$ cat src/prot_pkg.sv
// prot_pkg: request codes, priority ranks, protection-word layout, register map
// assumes: a 32-bit axi4-lite register slave and a peer end that exchanges the 13-bit word
package prot_pkg;
  // ------------------------------------------------------------
  // request type codes
  // ------------------------------------------------------------
  localparam logic [3:0] REQ_NO_REQUEST = 4'h0;
  localparam logic [3:0] REQ_DO_NOT_REVERT = 4'h1;
  localparam logic [3:0] REQ_REVERSE_REQUEST = 4'h2;
  localparam logic [3:0] REQ_EXERCISE = 4'h4;
  localparam logic [3:0] REQ_WAIT_TO_RESTORE = 4'h6;
  localparam logic [3:0] REQ_MANUAL_SWITCH = 4'h8;
  localparam logic [3:0] REQ_DEGRADE_LOW = 4'ha;
  localparam logic [3:0] REQ_DEGRADE_HIGH = 4'hb;
  localparam logic [3:0] REQ_FAIL_LOW = 4'hc;
  localparam logic [3:0] REQ_FAIL_HIGH = 4'hd;
  localparam logic [3:0] REQ_FORCED_SWITCH = 4'he;
  localparam logic [3:0] REQ_LOCKOUT = 4'hf;
  // ------------------------------------------------------------
  // priority ranks, larger wins
  // ------------------------------------------------------------
  localparam logic [3:0] PR_INVALID = 4'h0;
  localparam logic [3:0] PR_NO_REQUEST = 4'h1;
  localparam logic [3:0] PR_DO_NOT_REVERT = 4'h2;
  localparam logic [3:0] PR_REVERSE = 4'h3;
  localparam logic [3:0] PR_EXERCISE = 4'h4;
  localparam logic [3:0] PR_WAIT_TO_RESTORE = 4'h5;
  localparam logic [3:0] PR_MANUAL = 4'h6;
  localparam logic [3:0] PR_DEGRADE_LOW = 4'h7;
  localparam logic [3:0] PR_DEGRADE_HIGH = 4'h8;
  localparam logic [3:0] PR_FAIL_LOW = 4'h9;
  localparam logic [3:0] PR_FAIL_HIGH = 4'ha;
  localparam logic [3:0] PR_FORCED = 4'hb;
  localparam logic [3:0] PR_PROT_FAIL = 4'hc;
  localparam logic [3:0] PR_LOCKOUT = 4'hd;
  // ------------------------------------------------------------
  // protection word layout (bit 12 = first byte bit 1)
  // ------------------------------------------------------------
  localparam int WORD_W = 13;
  localparam int TYPE_MSB = 12;
  localparam int REQNUM_MSB = 8;
  localparam int BSN_MSB = 4;
  localparam int ARCH_POS = 0;
  localparam int NUM_W = 4;
  localparam logic ARCH_ONE_PLUS_ONE = 1'b0;
  localparam logic ARCH_ONE_TO_N = 1'b1;
  // ------------------------------------------------------------
  // register map (byte offsets)
  // ------------------------------------------------------------
  localparam logic [7:0] REG_CTRL = 8'h00;
  localparam logic [7:0] REG_COND = 8'h04;
  localparam logic [7:0] REG_EXT = 8'h08;
  localparam logic [7:0] REG_STATE = 8'h0c;
  localparam logic [7:0] REG_TX = 8'h10;
  localparam logic [7:0] REG_RX = 8'h14;
  localparam logic [7:0] REG_LOCAL = 8'h18;
  localparam logic [1:0] RESP_OKAY = 2'b00;
  localparam logic [1:0] RESP_SLVERR = 2'b10;
  localparam logic [31:0] RESET_ZERO = 32'h0000_0000;
endpackage : prot_pkg

$ cat src/rank_if.sv
// rank_if: request type in, priority rank out, between top and ranker
// assumes: combinational ranker on the same clock
`timescale 1ns/1ps
`default_nettype none
interface rank_if;
  logic [3:0] code;
  logic prot_path;
  logic aps_on;
  logic [3:0] rank;
  logic known;
  modport user (output code, output prot_path, output aps_on, input rank, input known);
  modport ranker (input code, input prot_path, input aps_on, output rank, output known);
endinterface : rank_if
`default_nettype wire

$ cat src/request_ranker.sv
// request_ranker: maps a request code to its priority rank
// assumes: driven from the top through rank_if
`timescale 1ns/1ps
`default_nettype none
module request_ranker (
  rank_if.ranker r
);
  import prot_pkg::*;
  // ------------------------------------------------------------
  // ranking
  // ------------------------------------------------------------
  always_comb begin
    r.known = 1'b1;
    case (r.code)
      REQ_LOCKOUT: r.rank = PR_LOCKOUT;
      REQ_FORCED_SWITCH: r.rank = PR_FORCED;
      REQ_FAIL_HIGH, REQ_FAIL_LOW: begin
        // protection-path fail beats forced only with signalling
        if (r.prot_path && r.aps_on) begin
          r.rank = PR_PROT_FAIL;
        end else if (r.code == REQ_FAIL_HIGH) begin
          r.rank = PR_FAIL_HIGH;
        end else begin
          r.rank = PR_FAIL_LOW;
        end
      end
      REQ_DEGRADE_HIGH: r.rank = PR_DEGRADE_HIGH;
      REQ_DEGRADE_LOW: r.rank = PR_DEGRADE_LOW;
      REQ_MANUAL_SWITCH: r.rank = PR_MANUAL;
      REQ_WAIT_TO_RESTORE: r.rank = PR_WAIT_TO_RESTORE;
      REQ_EXERCISE: r.rank = PR_EXERCISE;
      REQ_REVERSE_REQUEST: r.rank = PR_REVERSE;
      REQ_DO_NOT_REVERT: r.rank = PR_DO_NOT_REVERT;
      REQ_NO_REQUEST: r.rank = PR_NO_REQUEST;
      default: begin
        r.rank = PR_INVALID;
        r.known = 1'b0;
      end
    endcase
  end
endmodule : request_ranker
`default_nettype wire

$ cat src/protection_codec.sv
// protection_codec: host-side request priority and protection word packer
// assumes: axi4-lite software port, peer word exchanged on tx_word/rx_word
// Contract
// - request type is four bits
// - codes for no request through manual
// - codes for degrade through lockout
// - requested number binary, parameter width
// - number zero is protection path or null
// - one to max are working; one-plus-one only one; only ext is checked, state numbers up to max+1 and paths up to n still pass
// - max plus one is extra traffic, commands only; only ext is checked, a state of any type may carry max+1
// - bridged zero null, max+1 extra traffic
// - architecture bit zero one-plus-one, one one-to-n
// - word is thirteen bits, four groups
// - byte one type and number, byte two bridged, arch
`timescale 1ns/1ps
`default_nettype none
module protection_codec #(
  parameter int N_MAX = 14
) (
  input wire logic aclk,
  input wire logic aresetn,
  input wire logic [3:0] s_axi_awaddr_lo,
  input wire logic [7:0] s_axi_awaddr,
  input wire logic s_axi_awvalid,
  output logic s_axi_awready,
  input wire logic [31:0] s_axi_wdata,
  input wire logic [3:0] s_axi_wstrb,
  input wire logic s_axi_wvalid,
  output logic s_axi_wready,
  output logic [1:0] s_axi_bresp,
  output logic s_axi_bvalid,
  input wire logic s_axi_bready,
  input wire logic [7:0] s_axi_araddr,
  input wire logic s_axi_arvalid,
  output logic s_axi_arready,
  output logic [31:0] s_axi_rdata,
  output logic [1:0] s_axi_rresp,
  output logic s_axi_rvalid,
  input wire logic s_axi_rready,
  output logic [prot_pkg::WORD_W-1:0] tx_word,
  input wire logic [prot_pkg::WORD_W-1:0] rx_word
);
  import prot_pkg::*;
  localparam int NP = N_MAX + 1;

  typedef struct packed {
    logic aw_got;
    logic [7:0] aw_addr;
    logic w_got;
    logic [31:0] w_data;
    logic bvalid;
    logic [1:0] bresp;
    logic rvalid;
    logic [31:0] rdata;
    logic [1:0] rresp;
    logic [31:0] ctrl;
    logic [31:0] cond;
    logic [31:0] ext;
    logic [31:0] state;
    logic [WORD_W-1:0] rx1;
    logic [WORD_W-1:0] rx2;
    logic [WORD_W-1:0] rx3;
    logic [WORD_W-1:0] rx_stable;
    logic [3:0] lrt;
    logic [NUM_W-1:0] lrsn;
    logic [WORD_W-1:0] tx;
  } st_s;
  st_s q, d;

  // ------------------------------------------------------------
  // register fields
  // ------------------------------------------------------------
  // ctrl: [0] arch one-to-n, [1] signalling on, [2] section mode,
  // [3] fail_priority_setting high, [4] degrade_priority_setting high,
  // [11:8] bridged number, [15:12] working path count n
  // cond: [2i] fail, [2i+1] degrade, path i=0..14
  // ext: [3:0] external request type, [7:4] its number
  // state: [3:0] process state type, [7:4] its number
  logic arch_n, aps_on, sec_mode, fail_pri_hi, degrade_pri_hi;
  assign arch_n = q.ctrl[0];
  assign aps_on = q.ctrl[1];
  assign sec_mode = q.ctrl[2];
  assign fail_pri_hi = q.ctrl[3];
  assign degrade_pri_hi = q.ctrl[4];

  // path condition to request type; path 0 is protection
  // mode bits passed in so the per-path assigns re-evaluate when they change
  function automatic logic [3:0] cond_code(input logic f, input logic g, input logic prot,
      input logic sec, input logic an, input logic fhi, input logic dhi);
    logic hi_f;
    logic hi_g;
    hi_f = 1'b1;
    hi_g = 1'b1;
    // one-to-n section mode: working priorities provisionable
    if (sec && an && !prot) begin
      hi_f = fhi;
      hi_g = dhi;
    end
    // otherwise fixed high; also the no-priority path case
    if (f) begin
      cond_code = hi_f ? REQ_FAIL_HIGH : REQ_FAIL_LOW;
    end else if (g) begin
      cond_code = hi_g ? REQ_DEGRADE_HIGH : REQ_DEGRADE_LOW;
    end else begin
      cond_code = REQ_NO_REQUEST;
    end
  endfunction : cond_code

  // number validity for a request type
  function automatic logic num_ok(input logic [3:0] rt, input logic [NUM_W-1:0] n);
    logic cmd;
    cmd = (rt == REQ_FORCED_SWITCH) || (rt == REQ_MANUAL_SWITCH) || (rt == REQ_EXERCISE);
    if (n == '0) begin
      num_ok = (rt != REQ_EXERCISE);
    end else if (n == NUM_W'(N_MAX + 1)) begin
      num_ok = cmd && arch_n;
    end else if (!arch_n) begin
      num_ok = (n == NUM_W'(1));
    end else begin
      num_ok = (n <= NUM_W'(N_MAX));
    end
  endfunction : num_ok

  // ------------------------------------------------------------
  // per-path ranks through ranker instances
  // ------------------------------------------------------------
  logic [3:0] p_code [NP];
  logic [3:0] p_rank [NP];
  genvar gi;
  generate
    for (gi = 0; gi < NP; gi++) begin : g_path
      rank_if ri ();
      request_ranker u_rank (.r(ri.ranker));
      assign p_code[gi] = cond_code(q.cond[2*gi], q.cond[2*gi+1], gi == 0, sec_mode, arch_n,
          fail_pri_hi, degrade_pri_hi);
      assign ri.code = p_code[gi];
      assign ri.prot_path = (gi == 0);
      assign ri.aps_on = aps_on;
      assign p_rank[gi] = ri.rank;
    end
  endgenerate

  rank_if ext_if ();
  request_ranker u_ext (.r(ext_if.ranker));
  assign ext_if.code = q.ext[3:0];
  assign ext_if.prot_path = 1'b0;
  assign ext_if.aps_on = aps_on;

  rank_if st_if ();
  request_ranker u_st (.r(st_if.ranker));
  assign st_if.code = q.state[3:0];
  assign st_if.prot_path = 1'b0;
  assign st_if.aps_on = aps_on;

  rank_if cur_if ();
  request_ranker u_cur (.r(cur_if.ranker));
  assign cur_if.code = q.lrt;
  assign cur_if.prot_path = (q.lrsn == '0);
  assign cur_if.aps_on = aps_on;

  // received peer word; low-priority conditions accepted as ranked
  rank_if rx_if ();
  request_ranker u_rx (.r(rx_if.ranker));
  assign rx_if.code = q.rx_stable[TYPE_MSB -: 4];
  assign rx_if.prot_path = (q.rx_stable[REQNUM_MSB -: NUM_W] == '0);
  assign rx_if.aps_on = aps_on;

  // ------------------------------------------------------------
  // local priority selection
  // ------------------------------------------------------------
  logic [3:0] best_rank, best_code;
  logic [NUM_W-1:0] best_num;
  logic cur_tie;
  always_comb begin
    best_rank = ext_if.rank;
    best_code = q.ext[3:0];
    best_num = q.ext[7:4];
    if (!num_ok(q.ext[3:0], q.ext[7:4])) begin
      best_rank = PR_INVALID;
    end
    // an out-of-range state number is ignored rather than sent
    if (st_if.rank > best_rank && q.state[7:4] <= NUM_W'(N_MAX + 1)) begin
      best_rank = st_if.rank;
      best_code = q.state[3:0];
      best_num = q.state[7:4];
    end
    cur_tie = 1'b0;
    // strict compare keeps the lowest path on a tie
    for (int i = 0; i < NP; i++) begin
      if (p_code[i] != REQ_NO_REQUEST && i <= int'(q.ctrl[15:12])) begin
        if (p_rank[i] > best_rank) begin
          best_rank = p_rank[i];
          best_code = p_code[i];
          best_num = NUM_W'(i);
          cur_tie = 1'b0;
        end
        // current local request holds against equal lower paths
        if (p_rank[i] == best_rank && p_code[i] == q.lrt && NUM_W'(i) == q.lrsn
            && best_code == q.lrt) begin
          cur_tie = 1'b1;
        end
      end
    end
    if (cur_tie) begin
      best_num = q.lrsn;
    end
    if (best_rank == PR_INVALID) begin
      best_code = REQ_NO_REQUEST;
      best_num = '0;
    end
  end

  // ------------------------------------------------------------
  // axi4-lite slave and state update
  // ------------------------------------------------------------
  logic wr_fire;
  always_comb begin
    d = q;
    d.rx1 = rx_word;
    d.rx2 = q.rx1;
    d.rx3 = q.rx2;
    // a change counts once two stages agree
    if (q.rx2 == q.rx3) begin
      d.rx_stable = q.rx3;
    end
    d.lrt = best_code;
    d.lrsn = best_num;
    // pack: type, requested, bridged, arch
    d.tx = {best_code, best_num, q.ctrl[11:8], arch_n};
    if (s_axi_awvalid && !q.aw_got) begin
      d.aw_got = 1'b1;
      d.aw_addr = s_axi_awaddr;
    end
    if (s_axi_wvalid && !q.w_got) begin
      d.w_got = 1'b1;
      d.w_data = s_axi_wdata;
    end
    wr_fire = q.aw_got && q.w_got && !q.bvalid;
    if (wr_fire) begin
      d.aw_got = 1'b0;
      d.w_got = 1'b0;
      d.bvalid = 1'b1;
      d.bresp = RESP_OKAY;
      case (q.aw_addr)
        REG_CTRL: d.ctrl = q.w_data;
        REG_COND: d.cond = q.w_data;
        REG_EXT: d.ext = q.w_data;
        REG_STATE: d.state = q.w_data;
        default: d.bresp = RESP_SLVERR;
      endcase
    end
    if (q.bvalid && s_axi_bready) begin
      d.bvalid = 1'b0;
    end
    if (s_axi_arvalid && !q.rvalid) begin
      d.rvalid = 1'b1;
      d.rresp = RESP_OKAY;
      case (s_axi_araddr)
        REG_CTRL: d.rdata = q.ctrl;
        REG_COND: d.rdata = q.cond;
        REG_EXT: d.rdata = q.ext;
        REG_STATE: d.rdata = q.state;
        REG_TX: d.rdata = {19'h0, q.tx};
        // bit 20 flags an unassigned received type
        REG_RX: d.rdata = {11'h0, ~rx_if.known, rx_if.rank, 3'h0, q.rx_stable};
        REG_LOCAL: d.rdata = {20'h0, cur_if.rank, q.lrsn, q.lrt};
        default: begin
          d.rdata = RESET_ZERO;
          d.rresp = RESP_SLVERR;
        end
      endcase
    end else if (q.rvalid && s_axi_rready) begin
      d.rvalid = 1'b0;
    end
  end

  always_ff @(posedge aclk) begin
    if (!aresetn) begin
      q <= '0;
    end else begin
      q <= d;
    end
  end

  assign s_axi_awready = !q.aw_got;
  assign s_axi_wready = !q.w_got;
  assign s_axi_bvalid = q.bvalid;
  assign s_axi_bresp = q.bresp;
  assign s_axi_arready = !q.rvalid;
  assign s_axi_rvalid = q.rvalid;
  assign s_axi_rdata = q.rdata;
  assign s_axi_rresp = q.rresp;
  assign tx_word = q.tx;
endmodule : protection_codec
`default_nettype wire

$ cat config.mk
export PLATFORM = sky130hd
export DESIGN_NAME = protection_codec
export DESIGN_NICKNAME = d
export VERILOG_FILES = /design/src/prot_pkg.sv /design/src/rank_if.sv /design/src/request_ranker.sv /design/src/protection_codec.sv
export SDC_FILE = /design/constraint.sdc
export NUM_CORES = 1
export LEC_CHECK = 0
export BUFFER_PORTS_ARGS = -buffer_cell sky130_fd_sc_hd__buf_2
export CORE_UTILIZATION = 44
export CTS_CLUSTER_SIZE = 40
export DETAILED_ROUTE_END_ITERATION = 10
export GPL_TIMING_DRIVEN = 0
export PLACE_DENSITY_LB_ADDON = 0.08
export SYNTH_ARGS = -nofsm -noshare
export SYNTH_HDL_FRONTEND = slang
export SYNTH_HIERARCHICAL = 1
export SYNTH_SLANG_ARGS = --single-unit
$ cat constraint.sdc
create_clock -name aclk -period 50.6 [get_ports aclk]
set_input_delay 10.12 -clock aclk [delete_from_list [all_inputs] [get_ports aclk]]
set_output_delay 10.12 -clock aclk [all_outputs]
set_load 0.005 [all_outputs]
==> impl_metrics.yaml <==
placed_design:
  pre_cts_slack_ps: 14890
  dp_hpwl_um: 54510
  dp_cells: 3644
  portBuffers: 118
  gp_congestion: 0.9241
sta:
  setup_violations: 0
  clock_skew_ps: 23.65
  grt_setup_unrepaired: "false"
  finalSetupTns_ps: 0
  layout_setup_ws_ps: 14200
  hold_viol: 0
  fin_crit_sh: 0.7193
  drv_slew: 0
  min_period_ps: 36400
  fmaxAchievable_mhz: 27.48
  hold-worst-slack_ps: 428.3
  worst-slew-pin-transition_ps: 1476
  relSlewSlack: 0.01482
finish:
  layout-drive-gt1-share: 0.1410
  final_common_cell: "nand2_1"
  postLayoutCoreUtil: 0.4943
  final_nets: 3171
  syn2layout_area_growth_pct: 11.24
  final_cells: 3695
  final_cell_mix: "nand2_1 (587), a21oi_1 (291), dfxtp_1 (271)"
pwr:
  p_per_area_nw_per_um2: 19.90
  power_leakage_nw: 9.066
  vdd_ir_drop_max_mv: 0.02877
floorplanning:
  initial_utilization: 0.4444
  die_x_um: 221.4
  die_y_um: 221.4
  core_area_um2: 47650
  rows: 80
  num_io_pins: 130
  die-area_um2: 49000
setup_path:
  cpMostUsedCell: "ha_1"
  start_kind: "flip-flop"
  crit_fanout: 10
  cpMaxStageDelayCell: "nor3_1"
  end_kind: "flip-flop"
  arrival_ps: 36860
  critical_path_class: "flip-flop to flip-flop"
  worst_ep_required_time_ps: 51070
  max_stage_delay_ps: 920
hold_path:
  holdCritPathClass: "flip-flop to flip-flop"
grt:
  grt_max_degree: 22
  grtUsageTotal: 0.2767
  antenna_found_initial: 3
  grt_overflow_total: 0
  grt_pass1_wl_um: 109900
  grt_pass1_vias: 19999
clock_tree:
  cts_hold_buf: 0
  htree_levels: 1
  ctsLongestPathBuffers: 3
  clk_latency_ps: 560
  path_clk_slew_ps: 60
  post_cts_resized: 0
  cts_tree: "done"
  cts_root_buf: "clkbuf_16"
  cts.sinks: 271
  post_cts.repair.setup_buffers: 0
  cts_buffers: 27
drt:
  viasPerCell: 5.743
  wl_per_cell_um: 18.93
  drt_first_pass_iters: 6
  vias: 21222
  ant_nets: 0
  first_iter_violations: 1714
  wirelength_um: 69940
  drc: 0
synth:
  syn_area_um2: 21170
  synth_area_per_cell_um2: 7.316
  yosys_warnings: 6
  syn_inst: 2894
outcome:
  outcome: "finished clean"
run:
  max-cap-violations: 0
worst paths after layout:
path | startpoint | end | slack [ps] | cells past startpoint
max | ext_if.code[2] | tx_word[8] | 14200 | 144
min reg2reg | d[57] | d[44] | 430 | 1
max reg2reg | ext_if.code[2] | tx_word[8] | 14200 | 144
min | d[57] | d[44] | 430 | 1
power breakdown:
part | switching [W] | internal (W)
logic | 0.0000206 | 0.0000119
clock network | 0.0000878 | 0.000127
registers | 0.00000414 | 0.000217
area by class of cell:
class	instances	area, um2
Tap cell	615	769.5
Inverter	130	488.0
Multi-Input combinational cell	2274	14050
Timing Repair Buffer	118	590.6
Sequential cell	271	5425
Clock inverter	13	182.7
Fill cell	4800	24090
Antenna cell	3	7.507
Buffer	236	1276
Clock buffer	35	765.7
registers in the layout, summed over array words and instances, names as in the netlist:
register / count
aps_on: 1
tx_word: 6
d: 30
q: 187
ext_if.code: 4
degrade_pri_hi: 1
s_axi_rresp: 1
arch_n: 1
fail_pri_hi: 1
s_axi_bresp: 1
cur_if.code: 4
s_axi_bvalid: 1
s_axi_rvalid: 1
s_axi_rdata: 32
per-layer routing:
metal / share of wire / global-route usage / up-vias / wire length, um
met4: 0.021 / 0.06700 / 2 / 1450
met3: 0.060 / 0.02988 / 97 / 4194
li1: - / - / 10355 / -
met1: 0.46 / 0.3830 / 10077 / 32430
met2: 0.46 / 0.4585 / 691 / 31850
met5: 0.00019 / 0 / - / 13
per-stage QoR:
stage / instance area [um2] / total power (W)
global route: 23550 / 0.0004838
detailed placement: 22600 / 0.0002583
global placement: 22600 / 0.0002577
CTS: 23550 / 0.0004710
finish: 23550 / 0.0004687
floorplan: 21240 / 0.0002458
worst max-delay path, delay by kind of cell (launching register included):
family / cells / cell delay, ps
AO/OA/AOI/OAI: 63 / 17350
AND/OR/NAND/NOR: 42 / 8070
adder cells (fa/ha/maj): 17 / 4960
buffers and inverters: 15 / 2830
multiplexers: 7 / 2470
flip-flops: 1 / 530
Power figures use the tool's default switching activity.
